==> src/emb_map.vh <==
// register map, field layout, configuration codes and timing for the bus block
//
// Contract
// - 28 pins: three address/data ports (20 lines) plus one control port.
// - 8 or 16 bit data; 12, 16 or 20 bit address.
// - lines 0-7 first port, 8-15 second, 16-19 low nibble of third.
// - control port bits 0..7: latch, oe, wrl, wrh, ba0, ce, lb, ub.
// - microcontroller-only mode: control register disabled, writes ignored.
// - bus_disable clear: bus owns its pins permanently.
// - bus_disable set: pins are ports except during external accesses.
// - bus_disable resets to zero, bus enabled.
// - wait code 11,10,01,00 adds 0,1,2,3 cycles to table accesses.
// - write mode field ignored in 8-bit data width.
// - mode 1x: word write from latch, high strobe on latch write.
// - mode 01: byte on both halves, high strobe with ub or lb.
// - mode 00: byte on both halves, high or low strobe picks byte.
// - widths come only from configuration inputs, not software.
// - data width bit set (default) means 16-bit data.
// - address width field: 20, 16, 12 bit or bus disabled.
// - unused upper lines become dedicated ports (12-bit mode keeps lines 12-15 on the bus); code 01 is 16-bit.
// - address and data share lines; memory latches address first.
// - register bits 6 and 3-2 ignore writes and read zero.
// - small package: bus absent, register reads zero.
// - wait cycles only when the wait enable configuration bit is set.
// - disable set from external code waits for an internal branch.
// - idle enabled bus: ad floats, active-low strobes high, ale/ba0 low.
// - chip enable low each access, high during sleep.
`ifndef EMB_MAP_VH
`define EMB_MAP_VH
`define EMB_REG_CTRL 12'h000
`define EMB_REG_STAT 12'h004
`define EMB_CTRL_RESET 8'h00
`define EMB_CTRL_MASK 8'hb3
`define EMB_BIT_DIS 7
`define EMB_ABW_20 2'b00
`define EMB_ABW_16 2'b01
`define EMB_ABW_12 2'b10
`define EMB_ABW_MCU 2'b11
`define EMB_WM_BSEL 2'b01
`define EMB_WM_BWR 2'b00
`define EMB_CB_ALE 0
`define EMB_CB_OE 1
`define EMB_CB_WRL 2
`define EMB_CB_WRH 3
`define EMB_CB_BA0 4
`define EMB_CB_CE 5
`define EMB_CB_LB 6
`define EMB_CB_UB 7
`define EMB_CTL_IDLE 8'hee
`define EMB_PH_WAIT_W 2
`endif

==> src/emb_bus_ctrl.v <==
// external memory bus controller with apb control register
`timescale 1ns/1ps
`default_nettype none
`include "emb_map.vh"
module emb_bus_ctrl (
  input wire pclk,
  input wire presetn,
  input wire psel,
  input wire penable,
  input wire pwrite,
  input wire [11:0] paddr,
  input wire [31:0] pwdata,
  output reg [31:0] prdata,
  output reg pready,
  output reg pslverr,
  input wire data_width_cfg,
  input wire [1:0] addr_width_cfg,
  input wire wait_enable_cfg,
  input wire small_package,
  input wire sleep_mode,
  input wire exec_external,
  input wire acc_req,
  input wire acc_write,
  input wire [20:0] acc_addr,
  input wire [7:0] table_latch,
  input wire table_latch_wr,
  input wire [15:0] ad_in,
  output reg acc_done,
  output reg [15:0] acc_rdata,
  output reg [15:0] ad_out,
  output reg [15:0] ad_oe,
  output reg [3:0] addr_hi,
  output reg [3:0] addr_hi_oe,
  output reg [7:0] ctl_out,
  output reg ctl_own,
  output reg [2:0] pin_own
);
  // phases of one external access
  localparam PH_IDLE = 3'd0;
  localparam PH_ADDR = 3'd1;
  localparam PH_DATA = 3'd2;
  localparam PH_WAIT = 3'd3;
  localparam PH_END = 3'd4;

  // wait code to cycle count: 11->0 ... 00->3
  function [1:0] wait_cycles;
    input [1:0] code;
    begin
      wait_cycles = ~code;
    end
  endfunction

  // --------------------------------------------------------------
  // control register
  // --------------------------------------------------------------
  reg [7:0] external_bus_control;
  reg dis_eff; // handover of bus_disable delayed while running external
  reg [2:0] phase;
  reg [1:0] wcnt;
  reg [15:0] wdata;
  reg wr_hi, wr_lo;
  wire bus_off = (addr_width_cfg == `EMB_ABW_MCU) | small_package;
  wire bus_disable = external_bus_control[`EMB_BIT_DIS];
  wire wide = data_width_cfg;
  wire [1:0] word_write_select = external_bus_control[1:0];
  wire apb_wr = psel & penable & pwrite & pready;
  wire [7:0] ctrl_rd = bus_off ? 8'h00 : external_bus_control;

  // apb register write; no wait states
  always @(posedge pclk or negedge presetn) begin
    if (!presetn) begin
      external_bus_control <= `EMB_CTRL_RESET;
    end else if (apb_wr && paddr == `EMB_REG_CTRL && !bus_off) begin
      external_bus_control <= pwdata[7:0] & `EMB_CTRL_MASK;
    end
  end

  // apb answer: ready in the access phase, error on unmapped address
  always @(posedge pclk or negedge presetn) begin
    if (!presetn) begin
      pready <= 1'b0;
      pslverr <= 1'b0;
      prdata <= 32'h00000000;
    end else if (psel && !penable) begin
      pready <= 1'b1;
      pslverr <= (paddr != `EMB_REG_CTRL) && (paddr != `EMB_REG_STAT);
      if (paddr == `EMB_REG_CTRL)
        prdata <= {24'h000000, ctrl_rd};
      else if (paddr == `EMB_REG_STAT)
        prdata <= {24'h000000, bus_off, dis_eff, 3'h0, phase};
      else
        prdata <= 32'h00000000;
    end else begin
      pready <= 1'b0;
      pslverr <= 1'b0;
    end
  end

  // setting bus_disable takes effect only while executing internally; clearing takes effect at once
  always @(posedge pclk or negedge presetn) begin
    if (!presetn) begin
      dis_eff <= 1'b0;
    end else if (!exec_external) begin
      dis_eff <= bus_disable;
    end else if (!bus_disable) begin
      dis_eff <= 1'b0;
    end
  end

  // --------------------------------------------------------------
  // access sequencer
  // --------------------------------------------------------------
  // write data and strobe selection per write mode
  always @(posedge pclk or negedge presetn) begin
    if (!presetn) begin
      wdata <= 16'h0000;
      wr_hi <= 1'b0;
      wr_lo <= 1'b0;
    end else if (phase == PH_IDLE && acc_req && !acc_done) begin
      if (!wide) begin
        wdata <= {table_latch, table_latch};
        wr_hi <= 1'b0;
        wr_lo <= 1'b1;
      end else if (word_write_select[1]) begin
        wdata <= {table_latch, wdata[7:0]};
        wr_hi <= table_latch_wr;
        wr_lo <= 1'b0;
      end else if (word_write_select == `EMB_WM_BSEL) begin
        wdata <= {table_latch, table_latch};
        wr_hi <= 1'b1;
        wr_lo <= 1'b0;
      end else begin
        wdata <= {table_latch, table_latch};
        wr_hi <= acc_addr[0];
        wr_lo <= ~acc_addr[0];
      end
    end else if (phase == PH_IDLE && !word_write_select[1] == 1'b0 &&
                 table_latch_wr) begin
      wdata <= {wdata[15:8], table_latch}; // low byte held for word write
    end
  end

  // phase machine: address, data, wait, end
  always @(posedge pclk or negedge presetn) begin
    if (!presetn) begin
      phase <= PH_IDLE;
      wcnt <= 2'b00;
    end else begin
      case (phase)
        PH_IDLE: begin
          // a request still up in the done cycle is the old one
          if (acc_req && !acc_done && !bus_off && !sleep_mode)
            phase <= PH_ADDR;
        end
        PH_ADDR: phase <= PH_DATA;
        PH_DATA: begin
          wcnt <= wait_cycles(external_bus_control[5:4]);
          if (wait_enable_cfg && wait_cycles(external_bus_control[5:4])
              != 2'b00)
            phase <= PH_WAIT;
          else
            phase <= PH_END;
        end
        PH_WAIT: begin
          wcnt <= wcnt - 2'b01;
          if (wcnt == 2'b01)
            phase <= PH_END;
        end
        PH_END: phase <= PH_IDLE;
        default: phase <= PH_IDLE;
      endcase
    end
  end

  // --------------------------------------------------------------
  // pin drivers
  // --------------------------------------------------------------
  wire active = (phase != PH_IDLE);
  wire data_ph = (phase == PH_DATA) || (phase == PH_WAIT);
  wire hold_bus = !dis_eff || active;
  wire [2:0] used = (addr_width_cfg == `EMB_ABW_20) ? 3'b111 :
                    (addr_width_cfg == `EMB_ABW_16) ? 3'b011 :
                    (addr_width_cfg == `EMB_ABW_12) ? 3'b011 : 3'b000;

  // pins are registered; idle bus floats ad and parks strobes
  always @(posedge pclk or negedge presetn) begin
    if (!presetn) begin
      ad_out <= 16'h0000;
      ad_oe <= 16'h0000;
      addr_hi <= 4'h0;
      addr_hi_oe <= 4'h0;
      ctl_out <= `EMB_CTL_IDLE;
      ctl_own <= 1'b0;
      pin_own <= 3'b000;
      acc_done <= 1'b0;
      acc_rdata <= 16'h0000;
    end else begin
      acc_done <= (phase == PH_END);
      ctl_own <= !bus_off && hold_bus;
      pin_own <= (!bus_off && hold_bus) ? used : 3'b000;
      ctl_out <= `EMB_CTL_IDLE;
      ad_oe <= 16'h0000;
      addr_hi_oe <= 4'h0;
      if (active) begin
        addr_hi <= acc_addr[20:17];
        addr_hi_oe <= used[2] ? 4'hf : 4'h0;
        ctl_out[`EMB_CB_CE] <= sleep_mode;
        ctl_out[`EMB_CB_BA0] <= acc_addr[0];
        if (phase == PH_ADDR) begin
          ad_out <= acc_addr[16:1];
          ad_oe <= 16'hffff;
          ctl_out[`EMB_CB_ALE] <= 1'b1;
        end else if (data_ph && acc_write) begin
          ad_out <= wdata;
          ad_oe <= wide ? 16'hffff : 16'h00ff;
          ctl_out[`EMB_CB_WRH] <= ~(wide & wr_hi);
          ctl_out[`EMB_CB_WRL] <= ~(wr_lo | (wide & ~wr_hi & ~wr_lo));
          if (wide && word_write_select == `EMB_WM_BSEL) begin
            ctl_out[`EMB_CB_UB] <= acc_addr[0] ? 1'b1 : 1'b0;
            ctl_out[`EMB_CB_LB] <= acc_addr[0] ? 1'b0 : 1'b1;
          end else begin
            ctl_out[`EMB_CB_UB] <= 1'b0;
            ctl_out[`EMB_CB_LB] <= 1'b0;
          end
        end else if (data_ph) begin
          ctl_out[`EMB_CB_OE] <= 1'b0;
          ctl_out[`EMB_CB_UB] <= 1'b0;
          ctl_out[`EMB_CB_LB] <= 1'b0;
        end else if (phase == PH_END && !acc_write) begin
          acc_rdata <= wide ? ad_in : {8'h00, ad_in[7:0]};
        end
      end
    end
  end
endmodule
`default_nettype wire

==> config.mk <==
export PLATFORM = sky130hd
export DESIGN_NAME = emb_bus_ctrl
export DESIGN_NICKNAME = d
export VERILOG_FILES = /design/src/emb_bus_ctrl.v
export VERILOG_INCLUDE_DIRS = /design/src
export SDC_FILE = /design/constraint.sdc
export NUM_CORES = 1
export LEC_CHECK = 0
export ABC_AREA = 1
export BUFFER_PORTS_ARGS = -buffer_cell sky130_fd_sc_hd__buf_4
export CAP_MARGIN = 20
export CORE_UTILIZATION = 40
export CTS_CLUSTER_SIZE = 24
export DETAILED_ROUTE_END_ITERATION = 10
export HOLD_SLACK_MARGIN = 0.05
export PLACE_DENSITY = 0.76
export SETUP_SLACK_MARGIN = 0.02
export SLEW_MARGIN = 20
export SYNTH_ARGS = -nofsm -noshare
export SYNTH_HDL_FRONTEND = slang
export SYNTH_SLANG_ARGS = --single-unit
==> constraint.sdc <==
create_clock -name pclk -period 1.46 [get_ports pclk]
set_input_delay 0.073 -clock pclk [delete_from_list [all_inputs] [get_ports pclk]]
set_output_delay 0.073 -clock pclk [all_outputs]
set_load 0.02 [all_outputs]
[Word-level counts from Yosys, hierarchy flattened]
Cells that the tools add are included.
Storage, ports and cells
  bits in registers: 132
  word-level logic and storage cells: 137
Operators by class
  reductions and logical operators: 37
  muxes and demuxes: 47
  add/sub/neg operators: 1
  equal/unequal tests: 15
  bitwise gates (word level): 17
Operators with widths (count)
  $mux 16: 8
  $mux 8: 6
  $mux 32: 1
  $mux 3: 6
  $logic_and 1x1->1: 16
  $mux 1: 15
  $mux 2: 7
  $eq 12x3->1 const B: 1
  $logic_not 12->1: 1
  $ne 12x3->1 const B: 1
  $pmux 3 s4: 1
  $reduce_bool 12->1: 1
  $mux 4: 2
  $not 1->1: 8
  $reduce_bool 2->1: 4
  $and 1x1->1: 6
  $eq 2x1->1 const B: 3
  $eq 3x2->1 const B: 2
  $logic_not 1->1: 6
  $reduce_and 2->1: 3
  $reduce_and 5->1: 1
  $eq 2x2->1 const B: 2
  $ne 2x2->1 const B: 2
  $pmux 2 s2: 1
  other kinds (11): 13

[Depth between registers and ports, before layout]
  depth after elaboration: 8
  gate-level depth with buffers: 9
  depth with buffers taken out: 8

[Worst setup path after synthesis]
No wires, ideal clock.
  path kind: register -> register
  start: reg phase[1]
  end: reg acc_rdata[12]
  clock period less this slack: 1279 ps
  stages on the path, launching flop included: 6
  path buffers: 1
  slack: 181 ps
  data required time: 1342 ps
  setup time: 118 ps
  arrival time: 1161 ps
  cells stage by stage: dfrtp_1 nor3_4 nand2_4 buf_6 nand2_1 o21ai_2
Between the ends
  cells in the longest elaborated chain, start to end: 5
  elaborated cells between the ends (all ways): 12
Ends and longest elaborated chain
  start: declaration: RTL line emb_bus_ctrl.v:58  | reg [2:0] phase;
  start signal: assignment: RTL line emb_bus_ctrl.v:146  | phase <= PH_IDLE;
  start signal: assignment: RTL line emb_bus_ctrl.v:153  | phase <= PH_ADDR;
  start signal: assignment: RTL line emb_bus_ctrl.v:155  | PH_ADDR: phase <= PH_DATA;
  $eq 3x2->1: RTL line emb_bus_ctrl.v:179  | wire data_ph = (phase == PH_DATA) || (phase == PH_WAIT);
  $logic_or 1x1->1: RTL line emb_bus_ctrl.v:179
  $logic_and 1x1->1: RTL line emb_bus_ctrl.v:213  | end else if (data_ph && acc_write) begin
  $not 1->1 (no line)
  $reduce_and 5->1 (no line) (*)
  end signal: assignment: RTL line emb_bus_ctrl.v:230  | acc_rdata <= wide ? ad_in : {8'h00, ad_in[7:0]};
  end: declaration: RTL line emb_bus_ctrl.v:29  | output reg [15:0] acc_rdata,
Mark *: on every way between the ends. The rest lies on a longest branch, timed or not.
A chain may end at the register's enable or synchronous reset.

[Worst setup path in the final report]
  start: reg phase[0]
  end: reg wdata[5]
Between the ends
  cells in the longest elaborated chain, start to end: 5
  elaborated cells between the ends (all ways): 9
Ends and longest elaborated chain
  $logic_not 3->1 (*): RTL line emb_bus_ctrl.v:119, emb_bus_ctrl.v:137
  $logic_and 1x1->1, on equally long branches (2 in a row): RTL line emb_bus_ctrl.v:119, emb_bus_ctrl.v:137
  $ne 3x3->1 (no line) / $reduce_bool 2->1 (equally long branches)
  $reduce_and 2->1 (no line)
  end signal: assignment: RTL line emb_bus_ctrl.v:121  | wdata <= {table_latch, table_latch};
  end signal: assignment: RTL line emb_bus_ctrl.v:125  | wdata <= {table_latch, wdata[7:0]};
  end signal: assignment: RTL line emb_bus_ctrl.v:129  | wdata <= {table_latch, table_latch};
  end: declaration: RTL line emb_bus_ctrl.v:60  | reg [15:0] wdata;
Mark *: on every way between the ends. The rest lies on a longest branch, timed or not. The select of a mux whose other input is x is not followed.

==> results.yml <==
status:
  status: "finished, final reports clean"
worst_setup_path:
  critPathTopFamily: "flip-flops"
  critical_path_buf_inv_count: 2
  path_cells: "inv_2 > nand2_4 > inv_4 > nand3_4 > nand2_1 > o21ai_1"
  cp-end-kind: "register"
  r2r-end: "wdata[5]"
  cp.arrival_ns: 1.58
  r2r_start: "phase[0]"
  r2r_setup_slack_ns: 0.13
  reg2reg_depth: 6
  critPathKind: "reg -> reg"
  startpoint_type: "register"
  cp_slowest_cell: "dfrtp_1"
  required_ns: 1.71
  max_stage_delay_ns: 0.48
  crit_fanout: 16
cells_and_area:
  drive_gt1_share_pct: 32.9
  design_area_um2: 6110
  diodes: 0
  layout.cells.non_filler: 817
  fill_cells: 828
  layout.nets: 784
  area_growth_pct: 46.0
timing:
  drv_slew: 0
  finClkSkew_ns: 0.00766
  max_freq_mhz: 753
  fin_crit_ns: 1.33
  holdWs_ns: 0.0884
  rsz0062_at_grt: "true"
  setup_viol: 0
  setup_ws_ns: 0.133
  finalCritPeriodShare_pct: 90.9
  hold_violations: 0
  tns_ns: 0
die:
  pin_count: 207
  die_area_um2: 10900
  fp-row-count: 36
  core_um2: 9950
  start_util_pct: 42.0
  die-height_um: 104
  die_x_um: 104
detailed_routing:
  postRouteAntennaNets: 0
  vias: 3742
  drc: 0
  routed_wirelength_mm: 10.4
  wl_per_cell_um: 12.8
  viasPerCell: 4.58
  dr.pass1.iters: 4
  drt_iter0_markers: 150
yosys:
  yosys_warnings: 0
  synth.area.top_cells: "dfrtp_1 50%, nand2_1 13%, buf_4 7.9%"
  synth_edf_count: 0
  synth_seq_cells: 89
  synth_xor_area_share_pct: 0
  postSynth.asyncResetShare_pct: 100
  synthDistinctLibCells: 33
  yosys.area_share.adder_pct: 0.299
  synth_top_area_cell: "dfrtp_1"
  yosys.area_share.simple_pct: 26.0
  synth_cells: 475
  synth_top_family_by_area: "simple AND/OR/NAND/NOR gates"
  syn_area_um2: 4180
  ys.flop_type: "dfrtp_1"
  netlist_top_cells_count: "145 x nand2_1, 83 x dfrtp_1, 44 x buf_4"
  ys_seq_area_share_pct: 53.4
  avgSynthCellArea_um2: 8.80
  synthDominantCellAreaShare_pct: 49.7
  yosysMostFrequentCell: "nand2_1"
  synth_compound_area_share_pct: 5.92
  synth.area.mux_share_pct: 0
placed_design:
  dpl_cell_area_um2: 5270
  place_inst: 740
  place_ws_ns: 0.0690
  gp_congestion: 0.814
  numPortBuffers: 154
  dpl.hpwl_mm: 7.17
global_route:
  overflow: 0
  grt_pass1_wl_mm: 17.4
  grt_usage_pct: 20.3
  grt_max_degree: 38
  antenna_found_initial: 0
  grt_pass1_vias: 3718
min_path:
  whs_endpoint: "external_bus_control[4]"
  whs_path_depth: 5
  holdCritStartpoint: "paddr[2]"
  hp-class: "in -> reg"
clock_network:
  numCtsBuffers: 9
  clk_pin_slew_ns: 0.09
  cts_tree: "built"
  clk_latency_ns: 0.36
  root_buffer: "clkbuf_8"
  htreeDepth: 3
  clk_path_buf_depth: 2
  cts.sinks: 89
power_and_ir_drop:
  ir_drop_mv: 0.952
  power.density_nw_per_um2: 1740
  p_leak_uw: 0.00325
flow_run:
  max-cap-violations: 0
[routing by layer]
layer	vias up	global-route usage, %	share of wire (%)
li1	1822	-	-
met1	1768	24.4	42
met2	142	35.4	52
met3	10	4.95	5.4
met4	0	6.53	1.1
met5	-	0	0
[worst max-delay path by stage]
| stage | from | endpoint | slack (ns) | depth (start not counted) |
|---|---|---|---|---|
| 2_1_floorplan | phase[1] | acc_rdata[12] | 0.18 | 5 |
| 3_3_place_gp | phase[1] | wdata[5] | 0.12 | 6 |
| 3_5_place_dp | phase[1] | wdata[5] | 0.07 | 6 |
| 4_1_cts | phase[1] | wdata[5] | 0.06 | 6 |
| 5_1_grt | phase[0] | wr_hi | 0.004 | 7 |
| 6_report | phase[0] | wdata[5] | 0.13 | 6 |
[worst register-to-register path, cell delays in order, from the launching register on]
cell and delay (ns):
dfrtp_1 0.48, inv_2 0.13, nand2_4 0.10, inv_4 0.13
nand3_4 0.18, nand2_1 0.11, o21ai_1 0.07
[area by class of cell]
| type | count | area, um^2 | share of cell area, % |
|---|---|---|---|
| multi-input combinational | 305 | 1450 | 23.7 |
| tap | 133 | 166 | 2.73 |
| clock inverter | 5 | 63.8 | 1.05 |
| inverter | 53 | 204 | 3.34 |
| clock buffer | 11 | 151 | 2.48 |
| sequential | 89 | 2240 | 36.6 |
| timing repair buffer | 221 | 1840 | 30.1 |
[cells in the final DEF (no fill, tap or decap), types with 3 or more instances in the layout]
| cell type | instances |
|---|---|
| o21ai_2 | 8 |
| clkinv_4 | 3 |
| nor2_4 | 3 |
| buf_4 | 158 |
| nor3_1 | 4 |
| clkbuf_8 | 11 |
| dlygate4sd3_1 | 61 |
| nand2_4 | 3 |
| dfstp_2 | 6 |
| conb_1 | 25 |
| nand4_1 | 6 |
| nand3_1 | 37 |
| o21ai_0 | 5 |
| inv_1 | 43 |
| nor2_1 | 21 |
| dfrtp_1 | 82 |
| o21ai_1 | 19 |
| nand2_2 | 13 |
| nand2_1 | 145 |
| nor2_2 | 3 |
| inv_2 | 7 |
[registers in the layout, indices dropped and copies added (netlist names)]
register / flops
addr_hi_oe: 1
addr_hi: 4
wr_lo: 1
ctl_own: 1
dis_eff: 1
prdata: 7
ad_out: 16
phase: 3
pin_own: 2
wdata: 16
pslverr: 1
ad_oe: 2
wcnt: 2
acc_done: 1
pready: 1
external_bus_control: 5
wr_hi: 1
ctl_out: 8
acc_rdata: 16
[through the flow]
stage | power, uW | utilization [%]
final | 10600 | 61.3
after global routing | 11300 | 61.3
after CTS | 10700 | 61.1
after detailed placement | 8740 | 53.0
after global placement | 8600 | 53.0
after floorplan | 7160 | -
[kinds of logic (layout without fill, tap and decap cells)]
logic type / after synthesis / in the layout
compound gates: 40 / 40
fa+ha+maj: 1 / 1
buf+inv: 105 / 290
flops: 89 / 89
other cells: 1 / 25
simple gates: 239 / 239
[timing repair]
action,CTS,global route
endpoints found under the hold margin,157,2
buffers inserted,0,0
hold buffers,60,1
endpoints found under the setup margin,0,19
gates resized for setup,0,3
[where the power goes]
group | internal [uW] | switching (uW)
clock | 893 | 887
combinational | 1950 | 2860
sequential | 3420 | 610
No activity file was read; power rests on OpenSTA's default activity.
